**src/rtl/dsc_pkg.sv**
```systemverilog
// Shared constants and types of the dual-slope conversion sequencer
package dsc_pkg;

	////////////////////////////////////////////////////////////////////////////
	// Oscillator scaling
	localparam int CRYSTAL_DIVIDE = 58;
	localparam logic [5:0] DIV_LAST = 6'(CRYSTAL_DIVIDE - 1);

	////////////////////////////////////////////////////////////////////////////
	// Phase lengths in internal clock periods
	localparam int CYCLE_TICKS = 8192;
	localparam int INT_TICKS = 2048;
	localparam int ZI_MAX_TICKS = 1024;
	localparam int HOLD_LEAD_TICKS = 7;
	localparam logic [11:0] INT_LAST = 12'(INT_TICKS - 1);
	localparam logic [11:0] DE_LAST = 12'hFFF;
	localparam logic [11:0] ZI_LAST = 12'(ZI_MAX_TICKS - 1);
	localparam logic [11:0] AZ_LAST = 12'(CYCLE_TICKS - INT_TICKS - 4096 - 1);
	localparam logic [11:0] AZ_HOLD = 12'(CYCLE_TICKS - INT_TICKS - 4096 - HOLD_LEAD_TICKS);
	localparam logic [11:0] AZ_AFTER_ZI = 12'(ZI_MAX_TICKS);
	localparam logic [11:0] COUNT_RESET = 12'h000;

	////////////////////////////////////////////////////////////////////////////
	// Phases and carriers
	typedef enum logic [1:0] {
		PH_NULL = 2'b00,
		PH_INTEG = 2'b01,
		PH_DEINT = 2'b10,
		PH_CLEAR = 2'b11
	} dsc_phase_type;

	typedef struct packed {
		logic inputsToCommon;
		logic refCharge;
		logic nullLoop;
		logic inputsConnect;
		logic refPositive;
		logic refNegative;
		logic compToBuffer;
	} dsc_switch_type;

	typedef struct packed {
		logic signFlag;
		logic overRange;
		logic [11:0] magnitude;
	} dsc_result_type;

	localparam dsc_switch_type SWITCH_RESET = 7'h00;
	localparam dsc_result_type RESULT_RESET = 14'h0000;

endpackage : dsc_pkg

```
**src/rtl/dsc_clk_div.sv**
```systemverilog
// Internal clock tick generator from the buffered oscillator
`timescale 1ns/1ps
`default_nettype none
module dsc_clk_div (
	// Clock and reset
	input wire logic sys_clk,
	input wire logic reset,
	// Oscillator configuration
	input wire logic oscillatorSelect,
	// Internal clock tick
	output logic tick_q
);
	import dsc_pkg::*;

	logic [5:0] divCount_q;
	logic [5:0] divCount_d;
	logic divWrap;

	assign divWrap = (divCount_q == DIV_LAST);
	assign divCount_d = (oscillatorSelect || divWrap) ? 6'h00 : 6'(divCount_q + 6'h01);

	always_ff @(posedge sys_clk) begin
		if (reset) begin
			divCount_q <= 6'h00;
			tick_q <= 1'b0;
		end else begin
			divCount_q <= divCount_d;
			tick_q <= oscillatorSelect | divWrap;
		end
	end

endmodule : dsc_clk_div
`default_nettype wire

```
**src/rtl/dsc_phase_counter.sv**
```systemverilog
// Twelve-bit phase counter stepping on internal clock ticks
`timescale 1ns/1ps
`default_nettype none
module dsc_phase_counter (
	// Clock and reset
	input wire logic sys_clk,
	input wire logic reset,
	// Control
	input wire logic tick,
	input wire logic stall,
	input wire logic load,
	input wire logic [11:0] loadValue,
	// Count
	output logic [11:0] count_q
);
	import dsc_pkg::*;

	logic [11:0] count_d;

	assign count_d = load ? loadValue : 12'(count_q + 12'h001);

	always_ff @(posedge sys_clk) begin
		if (reset)
			count_q <= COUNT_RESET;
		else if (tick && !stall)
			count_q <= count_d;
	end

endmodule : dsc_phase_counter
`default_nettype wire

```
**src/rtl/dsc_sequencer.sv**
```systemverilog
// Dual-slope conversion sequencer top level
`timescale 1ns/1ps
`default_nettype none
module dsc_sequencer (
	// Clock and reset
	input wire logic sys_clk,
	input wire logic reset,
	// Configuration and control
	input wire logic oscillatorSelect,
	input wire logic runHold,
	input wire logic handshakeMode,
	input wire logic receiverReady,
	// Analog side
	input wire logic comparatorHigh,
	output dsc_pkg::dsc_switch_type switches_q,
	output dsc_pkg::dsc_phase_type phase_q,
	// Conversion results
	output logic activity_q,
	output dsc_pkg::dsc_result_type result_q,
	output logic transfer_q
);
	import dsc_pkg::*;

	////////////////////////////////////////////////////////////////////////////
	// Internal clock and phase counter
	logic tick;
	logic [11:0] count;
	logic stall;
	logic load;
	logic [11:0] loadValue;

	dsc_clk_div u_clk_div (
		.sys_clk(sys_clk),
		.reset(reset),
		.oscillatorSelect(oscillatorSelect),
		.tick_q(tick)
	);

	dsc_phase_counter u_counter (
		.sys_clk(sys_clk),
		.reset(reset),
		.tick(tick),
		.stall(stall),
		.load(load),
		.loadValue(loadValue),
		.count_q(count)
	);

	////////////////////////////////////////////////////////////////////////////
	// Phase sequencing
	logic sign_q;
	logic sign_d;
	logic latched_q;
	logic latched_d;
	logic pending_q;
	logic pending_d;
	dsc_phase_type phase_d;
	dsc_result_type result_d;
	dsc_switch_type switches_d;
	logic crossing;
	logic atHold;
	logic intEnd;
	logic deEnd;
	logic ziEnd;
	logic azEnd;
	logic latchNow;
	logic overNow;
	logic toNull;
	logic fire;

	assign atHold = (phase_q == PH_NULL) && (count == AZ_HOLD) && !runHold;
	assign stall = atHold;
	assign azEnd = (phase_q == PH_NULL) && (count == AZ_LAST);
	assign intEnd = (phase_q == PH_INTEG) && (count == INT_LAST);
	assign deEnd = (phase_q == PH_DEINT) && (count == DE_LAST);
	assign ziEnd = (phase_q == PH_CLEAR) && (count == ZI_LAST);
	assign crossing = (phase_q == PH_DEINT) && !latched_q && (comparatorHigh != sign_q);
	assign latchNow = tick && crossing;
	assign overNow = tick && deEnd && !latched_q && !crossing;
	assign toNull = (phase_q == PH_DEINT) && ((latched_q || crossing) && (!runHold || deEnd));

	// Next phase; all moves happen on a tick
	always_comb begin
		phase_d = phase_q;
		load = 1'b0;
		loadValue = COUNT_RESET;
		if (azEnd) begin
			phase_d = PH_INTEG;
			load = 1'b1;
		end else if (intEnd) begin
			phase_d = PH_DEINT;
			load = 1'b1;
		end else if (toNull) begin
			phase_d = PH_NULL;
			load = 1'b1;
		end else if (deEnd) begin
			phase_d = PH_CLEAR;
			load = 1'b1;
		end else if (ziEnd) begin
			phase_d = PH_NULL;
			load = 1'b1;
			loadValue = AZ_AFTER_ZI;
		end
		if (!tick)
			phase_d = phase_q;
	end

	assign sign_d = (tick && intEnd) ? comparatorHigh : sign_q;
	assign latched_d = (phase_d == PH_INTEG) ? 1'b0 : (latched_q | latchNow | overNow);

	// Result latch: count, sign and over-range together
	always_comb begin
		result_d = result_q;
		if (latchNow) begin
			result_d.magnitude = count;
			result_d.signFlag = sign_q;
			result_d.overRange = 1'b0;
		end else if (overNow) begin
			result_d.magnitude = DE_LAST;
			result_d.signFlag = sign_q;
			result_d.overRange = 1'b1;
		end
	end

	// Switch network per phase
	function automatic dsc_switch_type switchesFor(input dsc_phase_type ph, input logic sgn);
		dsc_switch_type sw;
		sw = SWITCH_RESET;
		case (ph)
			PH_NULL: begin
				sw.inputsToCommon = 1'b1;
				sw.refCharge = 1'b1;
				sw.nullLoop = 1'b1;
			end
			PH_INTEG: begin
				sw.inputsConnect = 1'b1;
			end
			PH_DEINT: begin
				sw.refPositive = !sgn;
				sw.refNegative = sgn;
			end
			default: begin
				sw.refCharge = 1'b1;
				sw.compToBuffer = 1'b1;
			end
		endcase
		return sw;
	endfunction : switchesFor

	assign switches_d = switchesFor(phase_d, sign_d);

	// Result hand-over; a new result wins over a transfer in the same cycle
	assign fire = pending_q && (receiverReady || !handshakeMode);
	assign pending_d = latchNow | overNow | (pending_q & ~fire);

	always_ff @(posedge sys_clk) begin
		if (reset) begin
			phase_q <= PH_NULL;
			sign_q <= 1'b0;
			latched_q <= 1'b0;
			pending_q <= 1'b0;
			result_q <= RESULT_RESET;
			switches_q <= SWITCH_RESET;
			activity_q <= 1'b0;
			transfer_q <= 1'b0;
		end else begin
			phase_q <= phase_d;
			sign_q <= sign_d;
			latched_q <= latched_d;
			pending_q <= pending_d;
			result_q <= result_d;
			switches_q <= switches_d;
			activity_q <= (phase_d == PH_INTEG) || ((phase_d == PH_DEINT) && !latched_d);
			transfer_q <= fire;
		end
	end

	////////////////////////////////////////////////////////////////////////////
	// Checks
	logic [12:0] phaseTicks_q;
	logic [5:0] gap_q;
	logic gapValid_q;

	always_ff @(posedge sys_clk) begin
		if (reset) begin
			phaseTicks_q <= 13'h0000;
			gap_q <= 6'h00;
			gapValid_q <= 1'b0;
		end else begin
			phaseTicks_q <= (phase_d != phase_q) ? 13'h0000 : (tick ? 13'(phaseTicks_q + 13'h0001) : phaseTicks_q);
			gap_q <= tick ? 6'h00 : 6'(gap_q + 6'h01);
			gapValid_q <= oscillatorSelect ? 1'b0 : (tick ? 1'b1 : gapValid_q);
		end
	end
endmodule : dsc_sequencer
`default_nettype wire

```
**config.mk**
```make
export PLATFORM = sky130hd
export DESIGN_NAME = dsc_sequencer
export DESIGN_NICKNAME = d
export VERILOG_FILES = /design/src/rtl/dsc_pkg.sv /design/src/rtl/dsc_clk_div.sv /design/src/rtl/dsc_phase_counter.sv /design/src/rtl/dsc_sequencer.sv
export SDC_FILE = /design/constraint.sdc
export NUM_CORES = 1
export LEC_CHECK = 0
export BUFFER_PORTS_ARGS = -buffer_cell sky130_fd_sc_hd__buf_2
export CAP_MARGIN = 30
export CORE_MARGIN = 5
export CORE_UTILIZATION = 30
export DETAILED_ROUTE_END_ITERATION = 8
export PLACE_DENSITY_LB_ADDON = 0.05
export SETUP_SLACK_MARGIN = 0.3
export SLEW_MARGIN = 20
export SYNTH_ARGS = -nofsm -noshare
export SYNTH_HDL_FRONTEND = slang
export SYNTH_SLANG_ARGS = --single-unit
```
**constraint.sdc**
```tcl
create_clock -name sys_clk -period 2.8 [get_ports sys_clk]
set_input_delay 0.42 -clock sys_clk [delete_from_list [all_inputs] [get_ports sys_clk]]
set_output_delay 0.42 -clock sys_clk [all_outputs]
set_load 0.02 [all_outputs]
```
==> results of run 1 <==
==> worst reg2reg max path: stages (launching register included) <==
cell and delay, ps:
dfxtp_1 490, nand4_1 240, nor4_4 420, nand3_2 140, o21ai_1 190, inv_1 110, ha_1 210, nor2b_1 140
a31o_2 240
==> worst max-delay path by stage <==
| stage | startpoint | end | slack, ps | cells past startpoint |
|---|---|---|---|---|
| after floorplan | u_counter.count_q[0] | activity_q | 520 | 9 |
| after global placement | u_counter.count_q[0] | activity_q | 380 | 9 |
| after detailed placement | u_counter.count_q[0] | activity_q | 330 | 9 |
| after CTS | u_counter.count_q[0] | activity_q | 300 | 9 |
| after global routing | u_counter.count_q[7] | activity_q | 300 | 8 |
| final | u_counter.count_q[7] | activity_q | 530 | 8 |
==> what timing repair did <==
item,4_1_cts,5_1_grt
buffers inserted,0,3
endpoints found under the setup margin,0,6
resized for setup,0,1
==> registers in the layout, summed over array words and instances (netlist names) <==
name                  cells
result_q                 14
u_counter.count_q        12
switches_q                6
u_clk_div.divCount_q      6
phase_q                   2
activity_q                1
latched_q                 1
pending_q                 1
sign_q                    1
transfer_q                1
u_clk_div.tick_q          1
==> metrics by stage <==
step	util (%)	cell area, um^2	worst slack (ps)
after floorplan	-	2051	524.0
after global placement	33.84	2273	379.0
after detailed placement	33.84	2273	328.1
after CTS	35.12	2360	301.9
after global routing	35.47	2384	300.3
final	35.47	2384	528.8
==> cells in the mapped netlist (all sizes together) (2+ instances only) <==
cell type  number  share of area, %
nand3b          2              0.73
nor3            8               2.0
inv            10               1.8
ha              8               4.9
nand3           7               2.6
nand4           5               1.5
nand2b          2              0.61
buf             5               1.3
clkbuf          7               1.3
nor2           29               5.3
a21oi           9               2.4
o21ai           7               1.7
nor3b           3               1.1
xor2            4               1.7
a32oi           2              0.85
nor4            2               1.3
mux2i           2              0.98
dfxtp          46                45
and3            3              0.92
a31oi          12               3.7
nor4b           2              0.85
nand2          31               5.7
nor2b           5               1.5
xnor2           7               3.0
nand4bb         2               1.1
==> cells by family (layout without fill, tap and decap cells) <==
family	Yosys count	in the layout	share of synthesized area (%)
compound gates	40	40	12.75
fa+ha+maj	8	8	4.881
mux	2	2	0.9762
simple gates	106	106	27.27
xor+xnor	11	11	4.698
buf+inv	22	55	4.515
flops	46	46	44.91
==> metal layers <==
| metal | share of wire [%] | routed length [um] |
|---|---|---|
| met5 | 0 | 0 |
| met4 | 2.9 | 146 |
| met3 | 3.8 | 193 |
| met2 | 46 | 2354 |
| met1 | 47 | 2397 |
==> area by class of cell <==
class	instances	area share, %
repair buffers	37	8.399
inverters	10	1.575
well taps	80	4.199
flip-flops and latches	46	38.69
clock inverters	2	0.5774
clock buffers	6	3.045
multi-input cells	167	43.52
==> power by group through the flow <==
stage	registers (W)	logic (W)	clock network, W
after global placement	0.000679	0.0000445	0
after detailed placement	0.000680	0.0000445	0
after CTS	0.000664	0.0000445	0.000428
after global routing	0.000666	0.0000499	0.000460
after floorplan	0.000680	0.0000283	0
final	0.000664	0.0000438	0.000406
==> run_results.csv, run 1 <==
group,metric,value,unit
routing,final_antenna_net_count,0,
worst_setup_path,r2r_end,"activity_q",
final_layout,drive_gt1_share,19.03,%
placement,place.gp.congestion,0.7628,
global_routing,grt_antenna_before_repair,0,
logic_synthesis,ys_ff_latch,46,
logic_synthesis,synth_async_sr_flop_share,0,%
worst_setup_path,critPathKind,"reg2reg",
timing,setup_violations,0,
final_layout,nets,282,
timing,rsz0062_at_grt,"false",
die,dieArea,0.008590,mm^2
worst_setup_path,critPathBufInv,1,
pwr,power_frac_clock,36.4,%
timing,fmax,0.4403,GHz
global_routing,grt_use_met1,16.04,%
timing,tns,0,ps
pwr,irDropWorstVdd,0.2313,mV
global_routing,grt_pass1_vias,1761,
final_layout,syn_to_final_growth,16.23,%
global_routing,grt_pass1_wl,8597,um
worst_setup_path,worstPathRequired,3000,ps
cts,insertion_delay,300,ps
worst_setup_path,rr_worst_depth,8,
logic_synthesis,synth-edff-count,0,
min_path,worstHoldStart,"oscillatorSelect",
timing,relSlewSlack,56.66,%
worst_setup_path,r2r_start,"u_counter.count_q[7]",
final_layout,num_antenna_cells,0,
logic_synthesis,yosysUniqueCellTypes,47,
cts,clock-root-buffer,"clkbuf_8",
cts,cts_sinks,46,
placement,dp_hpwl,3583,um
job,drv_cap,0,
die,start_util,30.52,%
cts,cts.path.max_buffers,2,
die,fp-row-count,30,
worst_setup_path,worst_ep_arrival_time,2470,ps
die,die_h,92.68,um
logic_synthesis,ys_seq_area_share,44.91,%
logic_synthesis,syn_avg_cell_area,8.726,um^2
timing,fin_crit,2271,ps
logic_synthesis,synthCells,235,
worst_setup_path,reg2reg_slack,530,ps
routing,drt-pass1-iter-count,4,
timing,skew,7.936,ps
min_path,hold-path-endpoint,"u_clk_div.tick_q",
die,core,0.006719,mm^2
min_path,hold_class,"in2reg",
routing,wirelength,5092,um
final_layout,seqCellArea,922.1,um^2
final_layout,mostFrequentLayoutCell,"dfxtp_1",
timing,drv_slew,0,
routing,drt_iter0_drc,84,
final_layout,multi_input_area,0.001037,mm^2
routing,drc_errors,0,
global_routing,grt-ovfl-total,0,
pwr,p_sw,0.0002638,W
worst_setup_path,worst_setup_path_start_kind,"register",
status,status,"complete, no violations",
global_routing,grt-busiest-layer,"met2",
timing,holdWs,362.0,ps
pwr,total_power,0.001114,W
final_layout,num-fill-cells,718,
global_routing,grtUsageMet2,20.36,%
pwr,pwr-share-seq,59.7,%
global_routing,grtUsageTotal,12.64,%
cts,cts.hold.buffers_added,0,
cts,cts_tree,"built",
routing,vias,1774,
pwr,leakagePower,0.9417,nW
worst_setup_path,slowest_stage,"dfxtp_1",
routing,wl_per_cell,14.63,um
timing,min_period_over_period,81.11,%
placement,port-buffer-count,31,
logic_synthesis,ys.warnings.count,0,
worst_setup_path,slowest_delay,490,ps
cts,cts.reportedPaths.clkPinSlew,90,ps
pwr,p_int,0.0008500,W
die,ioPinCount,32,
min_path,hold_depth,3,
cts,cts_max_level,2,
pwr,power.density,467.3,mW/mm^2
placement,dp.cells,337,
final_layout,finalNonFillerCells,348,
worst_setup_path,cp-end-kind,"register",
timing,finalHoldViolations,0,
worst_setup_path,crit_family,"simple AND/OR/NAND/NOR gates",
logic_synthesis,syn_area,0.002051,mm^2
pwr,swShare,23.69,%
final_layout,final_cell_mix,"45 x dfxtp_1, 31 x nand2_1, 31 x buf_2, 29 x nor2_1, 12 x a31oi_1",
die,die_x,92.68,um
timing,worst_pin_slew,650.1,ps
worst_setup_path,cp_max_fo,7,
logic_synthesis,synth_nets,250,
global_routing,grt_max_degree,35,
routing,viasPerCell,5.098,
pwr,combPwrFrac,3.9,%
worst_setup_path,path_cells,"nand4_1, nor4_4, nand3_2, o21ai_1, inv_1, ha_1, nor2b_1, a31o_2",
logic_synthesis,synthFlopType,"dfxtp_1",
global_routing,use_met3,3.168,%
cts,cts_made_buffers,5,
Power figures use the tool's default switching activity.
==> inputs of run 2 (changes only) <==
==> constraint.sdc (replaced) <==
create_clock -name sys_clk -period 1.9 [get_ports sys_clk]
set_input_delay 0.285 -clock sys_clk [delete_from_list [all_inputs] [get_ports sys_clk]]
set_output_delay 0.285 -clock sys_clk [all_outputs]
set_load 0.02 [all_outputs]
==> run 2 against run 1 <==
  * Clock skew decreased by 2.3 ps
  * Largest power group unchanged
  * Highest routed layer unchanged
  * Count of clock-buffer cells in the layout did not move
  * Power up 50%
  * Via count increased by 6.6%
  * Final area is 25% higher
  * Sequential share of layout area fell by 7.3 points
  * Maximum frequency up 23%
  * Setup slack worse by 480 ps
  * Final cell count increased by 12%
==> run_results.csv, run 2 (synthesized netlist as in run 1, its figures left out) <==
group,metric,value,unit
status,status,"complete, no violations",
timing,min_period_over_period,97.34,%
routing,vias,1891,
placement,place.gp.congestion,0.7822,
routing,drt-pass1-iter-count,4,
cts,cts.hold.buffers_added,0,
die,start_util,30.52,%
final_layout,finalNonFillerCells,389,
timing,drv_slew,0,
worst_setup_path,cp-end-kind,"register",
pwr,power.density,559.0,mW/mm^2
placement,dp.cells,369,
pwr,swShare,24.07,%
final_layout,post-route-util,44.34,%
pwr,p_int,0.001264,W
pwr,pwr-share-seq,58.7,%
pwr,p_sw,0.0004008,W
final_layout,drive_gt1_share,42.39,%
pwr,irDropWorstVdd,0.2983,mV
timing,relSlewSlack,77.28,%
worst_setup_path,crit_family,"simple AND/OR/NAND/NOR gates",
cts,insertion_delay,300,ps
global_routing,grt_max_degree,18,
routing,wl_per_cell,14.50,um
routing,final_antenna_net_count,0,
final_layout,largest_reg_flops,14,
worst_setup_path,path_cells,"nand4_1, nor4_4, buf_4, o21a_1, a21oi_2, buf_4, ha_2, a31o_2",
timing,fin_crit,1849,ps
placement,dp_slack,5.638,ps
placement,port-buffer-count,31,
worst_setup_path,cp_max_fo,4,
routing,viasPerCell,4.861,
die,ioPinCount,32,
global_routing,grt_pass1_vias,1848,
worst_setup_path,critPathKind,"reg2reg",
timing,worst_pin_slew,336.0,ps
pwr,leakagePower,1.186,nW
pwr,power_frac_clock,35.6,%
routing,drt_iter0_drc,34,
die,dieArea,0.008590,mm^2
timing,setup_violations,0,
cts,clock-root-buffer,"clkbuf_8",
worst_setup_path,slowest_delay,340,ps
final_layout,final_area,0.002979,mm^2
cts,cts_max_level,2,
cts,cts_made_buffers,5,
die,die_x,92.68,um
cts,cts.path.max_buffers,2,
cts,cts.reportedPaths.clkPinSlew,90,ps
placement,dp_hpwl,4037,um
timing,fmax,0.5407,GHz
global_routing,grt_antenna_before_repair,0,
routing,drc_errors,0,
final_layout,largestRegisters,"result_q (14), u_counter.count_q (12)",
final_layout,regMostFlops,"result_q",
final_layout,syn_to_final_growth,45.27,%
job,drv_cap,0,
global_routing,grt-ovfl-total,0,
final_layout,mostFrequentLayoutCell,"dfxtp_1",
global_routing,grt_pass1_wl,9073,um
cts,cts_tree,"built",
final_layout,nets,323,
die,core,0.006719,mm^2
timing,skew,5.596,ps
global_routing,grtUsageTotal,13.33,%
final_layout,num_antenna_cells,0,
min_path,hold_class,"in2reg",
timing,holdWs,215.9,ps
die,fp-row-count,30,
worst_setup_path,critPathBufInv,2,
worst_setup_path,slowest_stage,"dfxtp_2",
routing,wirelength,5639,um
timing,finalHoldViolations,0,
final_layout,num-fill-cells,667,
pwr,combPwrFrac,5.7,%
placement,post_dp_cell_area,0.002567,mm^2
worst_setup_path,worstPathRequired,2100,ps
timing,finalWorstSetupSlack,50.54,ps
die,die_h,92.68,um
worst_setup_path,worst_setup_path_start_kind,"register",
final_layout,final_cell_mix,"37 x dfxtp_1, 35 x buf_4, 31 x buf_2, 30 x nand2_1, 25 x nor2_1",
worst_setup_path,crit_top_cell,"buf_4",
worst_setup_path,worst_ep_arrival_time,2050,ps
timing,rsz0062_at_grt,"true",
cts,cts_sinks,46,
-- run 2: layout make-up --
cell class / count / area, um^2 / share of cell area (%)
tap: 80 / 100.1 / 3.360
timing repair buffer: 77 / 545.5 / 18.31
clock buffer: 6 / 72.57 / 2.436
multi-input combinational: 168 / 1279 / 42.92
sequential: 46 / 934.6 / 31.37
inverter: 10 / 37.54 / 1.260
clock inverter: 2 / 10.01 / 0.3360
-- run 2: through the flow --
stage / setup TNS, ps / power (W)
3_3_place_gp: 0 / 0.001088
3_5_place_dp: 0 / 0.001087
5_1_grt: -68.02 / 0.001744
4_1_cts: 0 / 0.001687
6_report: 0 / 0.001665
2_1_floorplan: -10.01 / 0.001047
-- run 2: final timing paths --
path                                      startpoint               end  slack (ps)  cells past startpoint
worst min-delay path                oscillatorSelect  u_clk_div.tick_q         220                      3
worst max-delay path            u_counter.count_q[7]        activity_q          50                      8
worst min register to register             pending_q         pending_q         460                      2
worst max register to register  u_counter.count_q[7]        activity_q          50                      8
-- run 2: timing repair --
item | 4_1_cts | 5_1_grt
setup endpoints to repair | 33 | 36
resized for setup | 19 | 31
gates cloned | 0 | 1
pin swaps | 3 | 16
setup buffers | 5 | 6
-- run 2: worst min-delay path: cells and delay by family --
family / cells / cell delay, ps
AND/OR/NAND/NOR: 2 / 120
buffers and inverters: 1 / 80
-- run 2: per-layer routing --
| metal | up-vias | routed length (um) | global-route usage (%) |
|---|---|---|---|
| li1 | 958 | - | - |
| met4 | 0 | 62 | 4.396 |
| met3 | 5 | 170 | 2.762 |
| met5 | - | 0 | 0 |
| met2 | 30 | 2757 | 21.69 |
| met1 | 898 | 2648 | 17.61 |
-- run 2: power by group through the flow --
| stage | clock network (W) | logic [W] | registers, W |
|---|---|---|---|
| final | 0.000593 | 0.0000956 | 0.000977 |
| after global routing | 0.000661 | 0.000105 | 0.000978 |
| after CTS | 0.000619 | 0.0000917 | 0.000977 |
| after detailed placement | 0 | 0.0000874 | 0.000999 |
| after global placement | 0 | 0.0000883 | 0.000999 |
| after floorplan | 0 | 0.0000435 | 0.00100 |
